## src/rtl/tpm_map.svh

```systemverilog
// Purpose: offsets, field positions, limits and timing of the performance monitor
// Assumes: included by the package user only
// Notes:   register offsets are word indices; byte address is four times the index
`ifndef TPM_MAP_SVH
`define TPM_MAP_SVH
// ----------------------------------------
// register word indices
// ----------------------------------------
`define TPM_IDX_PORT    14'h000e
`define TPM_IDX_DATA    14'h000f
`define TPM_OFF_CTRL    8'hc2
`define TPM_OFF_EN_LO   8'hc3
`define TPM_OFF_EN_HI   8'hc4
`define TPM_OFF_FLG_LO  8'hc5
`define TPM_OFF_FLG_HI  8'hc6
// ----------------------------------------
// field positions
// ----------------------------------------
`define TPM_PORT_CNT    3:0
`define TPM_PORT_LINK   6:4
`define TPM_CTRL_TRIG   0
`define TPM_CTRL_AUTO   1
`define TPM_CTRL_FMT    3:2
`define TPM_CTRL_B8ZS   4
// ----------------------------------------
// counter slots and their limits
// ----------------------------------------
`define TPM_C_LCV   0
`define TPM_C_FER   1
`define TPM_C_CRC   2
`define TPM_C_DDS   3
`define TPM_C_COFA  4
`define TPM_C_OOF   5
`define TPM_C_PATTERN_CHECKER  6
`define TPM_MAX_LCV   16'hffff
`define TPM_MAX_FER   16'h0fff
`define TPM_MAX_CRC   16'h03ff
`define TPM_MAX_DDS   16'h03ff
`define TPM_MAX_COFA  16'h0007
`define TPM_MAX_OOF   16'h001f
`define TPM_MAX_PATTERN_CHECKER  16'hffff
// ----------------------------------------
// indirect counter byte indices
// ----------------------------------------
`define TPM_ID_CRC_LO   4'h0
`define TPM_ID_CRC_HI   4'h1
`define TPM_ID_FER_LO   4'h2
`define TPM_ID_FER_HI   4'h3
`define TPM_ID_COFA     4'h4
`define TPM_ID_OOF      4'h5
`define TPM_ID_PATTERN_CHECKER_LO  4'h6
`define TPM_ID_PATTERN_CHECKER_HI  4'h7
`define TPM_ID_LCV_LO   4'h8
`define TPM_ID_LCV_HI   4'h9
`define TPM_ID_DDS_LO   4'ha
`define TPM_ID_DDS_HI   4'hb
// ----------------------------------------
// timing
// ----------------------------------------
`define TPM_CLK_NS      100
`define TPM_REPORT_NS   1000000000
`define TPM_REPORT_CYC  (`TPM_REPORT_NS / `TPM_CLK_NS)
`endif

```

## src/rtl/tpm_pkg.sv

```systemverilog
// Purpose: types of the performance monitor
// Assumes: nothing
// Notes:   every link carries its own counter bank
package tpm_pkg;
	typedef enum logic [1:0] {
		TPM_FMT_SF  = 2'b00,
		TPM_FMT_ESF = 2'b01,
		TPM_FMT_DDS = 2'b10,
		TPM_FMT_SLC = 2'b11
	} tpm_fmt_t;

	// apb request from the master
	typedef struct packed {
		logic        psel;
		logic        penable;
		logic        pwrite;
		logic [15:0] paddr;
		logic [31:0] pwdata;
	} tpm_apb_req_t;

	// one-cycle event strobes from a link's receive path
	typedef struct packed {
		logic       bpv;
		logic       b8zs_cv;
		logic       fbit_err;
		logic       crc_err;
		logic       dds_err;
		logic       pos_found;
		logic [3:0] pos;
		logic       sync_lost;
		logic       pat_err;
	} tpm_ev_t;

	typedef struct packed {
		logic [6:0][15:0] cnt;
		logic [6:0]       flag;
		logic [6:0]       en;
		logic [7:0]       ctrl;
		logic             trig_prev;
		logic [3:0]       pos;
		logic             pos_ok;
	} tpm_link_t;

	typedef struct packed {
		tpm_link_t [7:0] lk;
		logic [7:0]      port;
		logic [7:0]      data;
		logic [31:0]     prdata;
		logic            slverr;
		logic [23:0]     tick_cnt;
	} tpm_state_t;
endpackage

```

## src/rtl/tpm_monitor.sv

```systemverilog
// Purpose: eight-link receive performance monitor with indirect counter access over apb
// Assumes: event inputs are synchronous single-cycle strobes
// Notes:   apb answers one cycle after setup; counters saturate until the next report
//
// The APB register port was left to the implementer.
`include "tpm_map.svh"

// Function
// - format decides which counters run
// - overflow sets flag; enable gates interrupt
// - link select then counter index
// - auto report each second when enabled; code acts only on the auto bit of the link selected in the port
// - trigger rising edge forces a report; code acts only on the trigger of the link selected in the port
// - report clears whole link bank
// - event during clear counts next round
// - line violations per AMI or B8ZS
// - SF counter set and widths
// - ESF counts alignment errors and CRC-6
// - alignment change on differing F position
// - count losses of frame synchronization
// - DDS format adds DDS pattern counter
// - SLC-96 uses the five basic counters
// - line violations at indices 9/8
// - framing errors at indices 3/2
// - alignment 4, sync loss 5
// - pattern errors at indices 7/6
// - CRC at 1/0, DDS at B/A
// - per-link registers every 0x100
module tpm_monitor
	import tpm_pkg::*;
#(
	parameter int REPORT_CYCLES = `TPM_REPORT_CYC
) (
	input  wire logic         clock,
	input  wire logic         reset,
	input  wire tpm_apb_req_t apb,
	output logic              pready,
	output logic [31:0]       prdata,
	output logic              pslverr,
	input  wire tpm_ev_t [7:0] link_events,
	output logic              overflow_irq
);
	localparam logic [6:0][15:0] CMAX = {`TPM_MAX_PATTERN_CHECKER, `TPM_MAX_OOF, `TPM_MAX_COFA,
		`TPM_MAX_DDS, `TPM_MAX_CRC, `TPM_MAX_FER, `TPM_MAX_LCV};
	localparam logic [23:0] TICK_LAST = 24'(REPORT_CYCLES - 1);

	tpm_state_t       s_q;
	tpm_state_t       s_d;
	logic [7:0][6:0]  ev_w;
	logic [7:0]       irq_w;
	logic             tick;
	logic [2:0]       sel;
	logic             manual;
	logic             report;

	// ----------------------------------------
	// byte packing helpers
	// ----------------------------------------
	function automatic logic [7:0] pick(tpm_link_t lk, logic [3:0] i);
		case (i)
			`TPM_ID_CRC_LO:  pick = lk.cnt[`TPM_C_CRC][7:0];
			`TPM_ID_CRC_HI:  pick = lk.cnt[`TPM_C_CRC][15:8];
			`TPM_ID_FER_LO:  pick = lk.cnt[`TPM_C_FER][7:0];
			`TPM_ID_FER_HI:  pick = lk.cnt[`TPM_C_FER][15:8];
			`TPM_ID_COFA:    pick = lk.cnt[`TPM_C_COFA][7:0];
			`TPM_ID_OOF:     pick = lk.cnt[`TPM_C_OOF][7:0];
			`TPM_ID_PATTERN_CHECKER_LO: pick = lk.cnt[`TPM_C_PATTERN_CHECKER][7:0];
			`TPM_ID_PATTERN_CHECKER_HI: pick = lk.cnt[`TPM_C_PATTERN_CHECKER][15:8];
			`TPM_ID_LCV_LO:  pick = lk.cnt[`TPM_C_LCV][7:0];
			`TPM_ID_LCV_HI:  pick = lk.cnt[`TPM_C_LCV][15:8];
			`TPM_ID_DDS_LO:  pick = lk.cnt[`TPM_C_DDS][7:0];
			`TPM_ID_DDS_HI:  pick = lk.cnt[`TPM_C_DDS][15:8];
			default:         pick = 8'h00;
		endcase
	endfunction

	function automatic logic [7:0] pack_lo(logic [6:0] v);
		pack_lo = {3'h0, v[`TPM_C_DDS], v[`TPM_C_CRC], v[`TPM_C_PATTERN_CHECKER], v[`TPM_C_OOF], v[`TPM_C_COFA]};
	endfunction

	function automatic logic [7:0] pack_hi(logic [6:0] v);
		pack_hi = {6'h00, v[`TPM_C_FER], v[`TPM_C_LCV]};
	endfunction

	// ----------------------------------------
	// per-link event qualification
	// ----------------------------------------
	for (genvar l = 0; l < 8; l++) begin : g_link
		tpm_fmt_t fmt;
		assign fmt = tpm_fmt_t'(s_q.lk[l].ctrl[`TPM_CTRL_FMT]);
		// decoding mode picks the violation source
		assign ev_w[l][`TPM_C_LCV]  = s_q.lk[l].ctrl[`TPM_CTRL_B8ZS] ?
			link_events[l].b8zs_cv : link_events[l].bpv;
		assign ev_w[l][`TPM_C_FER]  = link_events[l].fbit_err;
		assign ev_w[l][`TPM_C_CRC]  = link_events[l].crc_err & (fmt == TPM_FMT_ESF);
		assign ev_w[l][`TPM_C_DDS]  = link_events[l].dds_err & (fmt == TPM_FMT_DDS);
		// only a position that differs from the last found one counts
		assign ev_w[l][`TPM_C_COFA] = link_events[l].pos_found & s_q.lk[l].pos_ok &
			(link_events[l].pos != s_q.lk[l].pos);
		assign ev_w[l][`TPM_C_OOF]  = link_events[l].sync_lost;
		assign ev_w[l][`TPM_C_PATTERN_CHECKER] = link_events[l].pat_err;
		assign irq_w[l] = |(s_q.lk[l].flag & s_q.lk[l].en);
	end

	// ----------------------------------------
	// report triggers
	// ----------------------------------------
	assign sel    = s_q.port[`TPM_PORT_LINK];
	assign tick   = (s_q.tick_cnt == TICK_LAST);
	assign manual = s_q.lk[sel].ctrl[`TPM_CTRL_TRIG] & ~s_q.lk[sel].trig_prev;
	assign report = manual | (tick & s_q.lk[sel].ctrl[`TPM_CTRL_AUTO]);

	// ----------------------------------------
	// next-state logic
	// ----------------------------------------
	always_comb begin
		logic [13:0] idx;
		logic [2:0]  pl;
		logic        pg;
		logic        clr;
		logic        full;
		idx  = apb.paddr[15:2];
		pl   = idx[10:8];
		pg   = (idx[13:11] == 3'h0);
		clr  = 1'b0;
		full = 1'b0;
		s_d  = s_q;
		// free-running one-second timebase
		s_d.tick_cnt = tick ? 24'h000000 : s_q.tick_cnt + 24'h000001;
		if (report) begin
			s_d.data = pick(s_q.lk[sel], s_q.port[`TPM_PORT_CNT]);
		end
		// apb setup: capture read data for the access phase
		if (apb.psel && !apb.penable) begin
			s_d.prdata = 32'h00000000;
			s_d.slverr = 1'b0;
			if (idx == `TPM_IDX_PORT) begin
				s_d.prdata[7:0] = s_q.port;
			end else if (idx == `TPM_IDX_DATA) begin
				s_d.prdata[7:0] = s_q.data;
			end else if (pg) begin
				case (idx[7:0])
					`TPM_OFF_CTRL:   s_d.prdata[7:0] = s_q.lk[pl].ctrl;
					`TPM_OFF_EN_LO:  s_d.prdata[7:0] = pack_lo(s_q.lk[pl].en);
					`TPM_OFF_EN_HI:  s_d.prdata[7:0] = pack_hi(s_q.lk[pl].en);
					`TPM_OFF_FLG_LO: s_d.prdata[7:0] = pack_lo(s_q.lk[pl].flag);
					`TPM_OFF_FLG_HI: s_d.prdata[7:0] = pack_hi(s_q.lk[pl].flag);
					default:         s_d.slverr = 1'b1;
				endcase
			end else begin
				s_d.slverr = 1'b1;
			end
		end
		// apb access: writes land here; flag clears come before event sets
		if (apb.psel && apb.penable && apb.pwrite) begin
			if (idx == `TPM_IDX_PORT) begin
				s_d.port = {1'b0, apb.pwdata[6:0]};
			end else if (pg) begin
				case (idx[7:0])
					`TPM_OFF_CTRL: s_d.lk[pl].ctrl = {3'h0, apb.pwdata[4:0]};
					`TPM_OFF_EN_LO: begin
						s_d.lk[pl].en[`TPM_C_COFA] = apb.pwdata[0];
						s_d.lk[pl].en[`TPM_C_OOF]  = apb.pwdata[1];
						s_d.lk[pl].en[`TPM_C_PATTERN_CHECKER] = apb.pwdata[2];
						s_d.lk[pl].en[`TPM_C_CRC]  = apb.pwdata[3];
						s_d.lk[pl].en[`TPM_C_DDS]  = apb.pwdata[4];
					end
					`TPM_OFF_EN_HI: begin
						s_d.lk[pl].en[`TPM_C_LCV] = apb.pwdata[0];
						s_d.lk[pl].en[`TPM_C_FER] = apb.pwdata[1];
					end
					`TPM_OFF_FLG_LO: begin
						if (apb.pwdata[0]) s_d.lk[pl].flag[`TPM_C_COFA] = 1'b0;
						if (apb.pwdata[1]) s_d.lk[pl].flag[`TPM_C_OOF]  = 1'b0;
						if (apb.pwdata[2]) s_d.lk[pl].flag[`TPM_C_PATTERN_CHECKER] = 1'b0;
						if (apb.pwdata[3]) s_d.lk[pl].flag[`TPM_C_CRC]  = 1'b0;
						if (apb.pwdata[4]) s_d.lk[pl].flag[`TPM_C_DDS]  = 1'b0;
					end
					`TPM_OFF_FLG_HI: begin
						if (apb.pwdata[0]) s_d.lk[pl].flag[`TPM_C_LCV] = 1'b0;
						if (apb.pwdata[1]) s_d.lk[pl].flag[`TPM_C_FER] = 1'b0;
					end
					default: ;
				endcase
			end
		end
		// counters: saturate, flag on overflow, clear on report
		for (int l = 0; l < 8; l++) begin
			s_d.lk[l].trig_prev = s_q.lk[l].ctrl[`TPM_CTRL_TRIG];
			if (link_events[l].pos_found) begin
				s_d.lk[l].pos    = link_events[l].pos;
				s_d.lk[l].pos_ok = 1'b1;
			end
			clr = report && (sel == 3'(l));
			for (int c = 0; c < 7; c++) begin
				full = (s_q.lk[l].cnt[c] == CMAX[c]);
				if (ev_w[l][c] && full) begin
					s_d.lk[l].flag[c] = 1'b1;
				end
				if (clr) begin
					s_d.lk[l].cnt[c] = {15'h0000, ev_w[l][c]};
				end else if (ev_w[l][c] && !full) begin
					s_d.lk[l].cnt[c] = s_q.lk[l].cnt[c] + 16'h0001;
				end
			end
		end
	end

	// ----------------------------------------
	// state register and outputs
	// ----------------------------------------
	always_ff @(posedge clock) begin
		if (reset) begin
			s_q <= '0;
		end else begin
			s_q <= s_d;
		end
	end

	assign pready       = apb.psel & apb.penable;
	assign prdata       = s_q.prdata;
	assign pslverr      = s_q.slverr & pready;
	assign overflow_irq = |irq_w;
endmodule

```

## config.mk

```make
export PLATFORM = sky130hd
export DESIGN_NAME = tpm_monitor
export DESIGN_NICKNAME = d
export VERILOG_FILES = /design/src/rtl/tpm_pkg.sv /design/src/rtl/tpm_monitor.sv
export VERILOG_INCLUDE_DIRS = /design/src /design/src/rtl
export SDC_FILE = /design/constraint.sdc
export NUM_CORES = 2
export LEC_CHECK = 0
export BUFFER_PORTS_ARGS = -buffer_cell sky130_fd_sc_hd__buf_2
export CAP_MARGIN = 20
export CORE_ASPECT_RATIO = 0.7
export CORE_UTILIZATION = 55
export DETAILED_ROUTE_END_ITERATION = 6
export MAX_ROUTING_LAYER = met4
export PLACE_DENSITY_LB_ADDON = 0.3
export SKIP_LAST_GASP = 1
export SLEW_MARGIN = 10
export SYNTH_ARGS = -nofsm -noshare
export SYNTH_HDL_FRONTEND = slang
export SYNTH_SLANG_ARGS = --single-unit
```

## constraint.sdc

```tcl
create_clock -name clock -period 5.1 [get_ports clock]
set_input_delay 0 -clock clock [delete_from_list [all_inputs] [get_ports clock]]
set_output_delay 0 -clock clock [all_outputs]
set_load 0.05 [all_outputs]
```

==> results.json <==
{
  "status": "finished, violations left",
  "violations": "design-rule violations",
  "cp.arrival_ns": 4.44,
  "cts_sinks": 1168,
  "grt_max_degree": 132,
  "viasPerCell": 6.397,
  "ant_nets": 0,
  "power.switching_mw": 4.510,
  "area_growth_pct": 12.42,
  "switching_share_pct": 23.54,
  "fin_crit_sh_pct": 75.02,
  "synth_flop_cell": "dfxtp_1",
  "grt.total_usage_pct": 36.73,
  "worstRegToRegCells": 9,
  "p_clk_share_pct": 46.7,
  "worst_pin_slew_ns": 1.236,
  "wl_per_cell_um": 23.50,
  "ys_ff_latch": 1168,
  "synth_area_mm2": 0.06066,
  "wl_mm": 204.0,
  "top_layer": "met4",
  "synthCells": 6943,
  "insertion_delay_ns": 0.76,
  "cts_setup_buffers": 0,
  "synthDistinctLibCells": 104,
  "dp.cells": 8265,
  "p_per_area_mw_per_mm2": 280.9,
  "die_w_um": 398.9,
  "met2_length_mm": 82.09,
  "final_cell_mix": "nor2_1 (1,258), dfxtp_1 (1,165), nand2_1 (522), xnor2_1 (444), xor2_1 (383)",
  "power.internal_mw": 14.65,
  "p_seq_share_pct": 48.5,
  "holdPathStages": 5,
  "yosysSeqAreaShare_pct": 38.55,
  "row_count": 101,
  "p_leak_nw": 23.38,
  "crit_path_max_fanout": 89,
  "grt_overflow_total": 0,
  "cp_cell_sequence": "ha_1 > nand2_1 > nor2_1 > and4_1 > o21ai_2 > buf_4 > nand2_4 > buf_4 > nor2_1",
  "chipHeight_um": 279.9,
  "cts_resized": 0,
  "nets": 7345,
  "drive_above_1_share_pct": 9.584,
  "hold_viol_final": 0,
  "hold_class": "in -> reg",
  "p_total_mw": 19.16,
  "start_util_pct": 55.69,
  "async_flop_share_pct": 0,
  "maxCapViolCount": 0,
  "drv_slew": 0,
  "setup_viol": 0,
  "finalCoreUtilization_pct": 62.60,
  "wl_met1_mm": 85.94,
  "synth_edf_count": 0,
  "grt_pass1_wl_mm": 305.8,
  "slew_headroom_pct": 17.37,
  "ctsRootBufferMaster": "clkbuf_16",
  "timing.fmax_ghz": 0.2614,
  "instances_no_fill": 8682,
  "htree_num_levels": 3,
  "path_depth": 9,
  "drt_pre_antenna_iters": 7,
  "met3_length_mm": 28.24,
  "dp_hpwl_mm": 146.7,
  "cts_hold_buf": 196,
  "clk_pin_slew_ns": 0.07,
  "vias": 55540,
  "antenna_found_initial": 13,
  "grt_pass1_vias": 49550,
  "drt_iter0_drc": 7981,
  "pin_count": 184,
  "cts_tree": "built",
  "fillers": 9072,
  "drc": 1,
  "fin_skew_ns": 0.04228,
  "yosysWarnings": 0,
  "peakVddDrop_mv": 0.3153,
  "cp.required_ns": 5.72,
  "critPathKind": "reg -> reg",
  "hold_slack_ns": 0.06842,
  "io_buffer_count": 132,
  "rsz0062_at_grt": "no",
  "clock_path_buffers": 3,
  "crit_path_end_kind": "flip-flop",
  "cp_num_buf_inv": 2,
  "core_area_mm2": 0.1089,
  "setup-tns-final_ns": 0,
  "cp_slowest_cell": "nand2_4",
  "power_frac_comb_pct": 4.8,
  "syn_area_per_cell_um2": 8.737,
  "layout_min_cycle_time_ns": 3.826,
  "numCtsBuffers": 112,
  "critPathMaxStageDelay_ns": 0.83,
  "final_common_cell": "nor2_1",
  "gp_congestion": 1.072,
  "worstSetupStartpointType": "flip-flop",
  "die-area_mm2": 0.1116,
  "cp_top_family": "simple AND/OR/NAND/NOR gates"
}
==> path summary, 6_finish.rpt <==
check                start        to  slack (ns)
hold reg to reg   s_q[645]  s_q[645]        0.47
setup reg to reg    s_q[0]  s_q[189]        1.27
setup / recovery    s_q[0]  s_q[189]        1.27
hold / removal     apb[36]  s_q[224]        0.07
==> per-stage QoR <==
step                      worst slack (ns)  area (µm²)
after floorplan                      2.696       60750
after global placement               1.482       62250
after detailed placement             1.401       62270
after CTS                            1.401       68110
after global routing                 1.155       68190
final                                1.274       68200
==> flip-flops by register name, indices dropped and copies added (netlist names) <==
signal and flops:
g_link.fmt 16, prdata 8, s_d 8, s_q 1136
==> cells in the mapped netlist (68+ instances only) <==
cell      count  area share [%]
xnor2_1     444             6.4
mux4_2      178             6.6
nand2_1     523             3.2
nor3_1      153             1.3
buf_2        94            0.78
xor2_1      383             5.5
nand3_1     309             2.5
inv_1       128            0.79
o21ai_0     214             1.8
nor4_1      121             1.2
nor2_1     1259             7.8
buf_4        68            0.84
a22oi_1     103             1.3
and3_1      127             1.3
mux2i_1     121             2.0
and4_1       74             1.1
dfxtp_1    1168              39
a21oi_1     270             2.2
nand4_1     275             2.8
clkbuf_1    146            0.90
==> metal layers <==
metal	vias to the layer above	track usage [%]
met4	0	12.10
li1	25070	-
met5	-	-
met2	3205	49.29
met1	26810	52.07
met3	460	10.86
==> power by group through the flow <==
stage | registers (mW) | logic [mW] | clock network (mW)
floorplan | 9.46 | 0.549 | 0
global placement | 9.48 | 0.738 | 0
detailed placement | 9.49 | 0.755 | 0
CTS | 9.28 | 0.887 | 8.97
global route | 9.29 | 0.975 | 9.35
finish | 9.29 | 0.919 | 8.95
==> area by class of cell <==
class,instances,area [µm²],share of cell area [%]
multi-input cells,5321,35240,51.68
flip-flops and latches,1168,23390,34.30
clock inverters,46,616.8,0.9045
inverters,130,488.0,0.7155
repair buffers,406,3363,4.932
clock buffers,160,3266,4.789
well taps,1442,1804,2.646
diodes,9,22.52,0.03303
==> worst reg2reg max path, delay by kind of cell, from the launching register on <==
kind            cells  cell delay (ns)
simple gates        5             2.35
compound gates      1             0.10
flops               1             0.40
fa+ha+maj           1             0.27
buf+inv             2             0.61
==> cell families (layout without fill, tap and decap cells) <==
family / count (synthesis) / after routing / share of synthesized area (%)
muxes: 324 / 324 / 9.069
DFF: 1168 / 1168 / 38.55
xor gates and xnor gates: 827 / 827 / 11.94
and+or+nand+nor: 3184 / 3184 / 25.64
adders and majority gates: 57 / 57 / 1.176
AOI/OAI and AO/OA: 905 / 905 / 9.837
other: 1 / 33 / 0.006182
buffers and inverters: 477 / 742 / 3.789
Note: power is estimated with default switching activity, not from simulation.
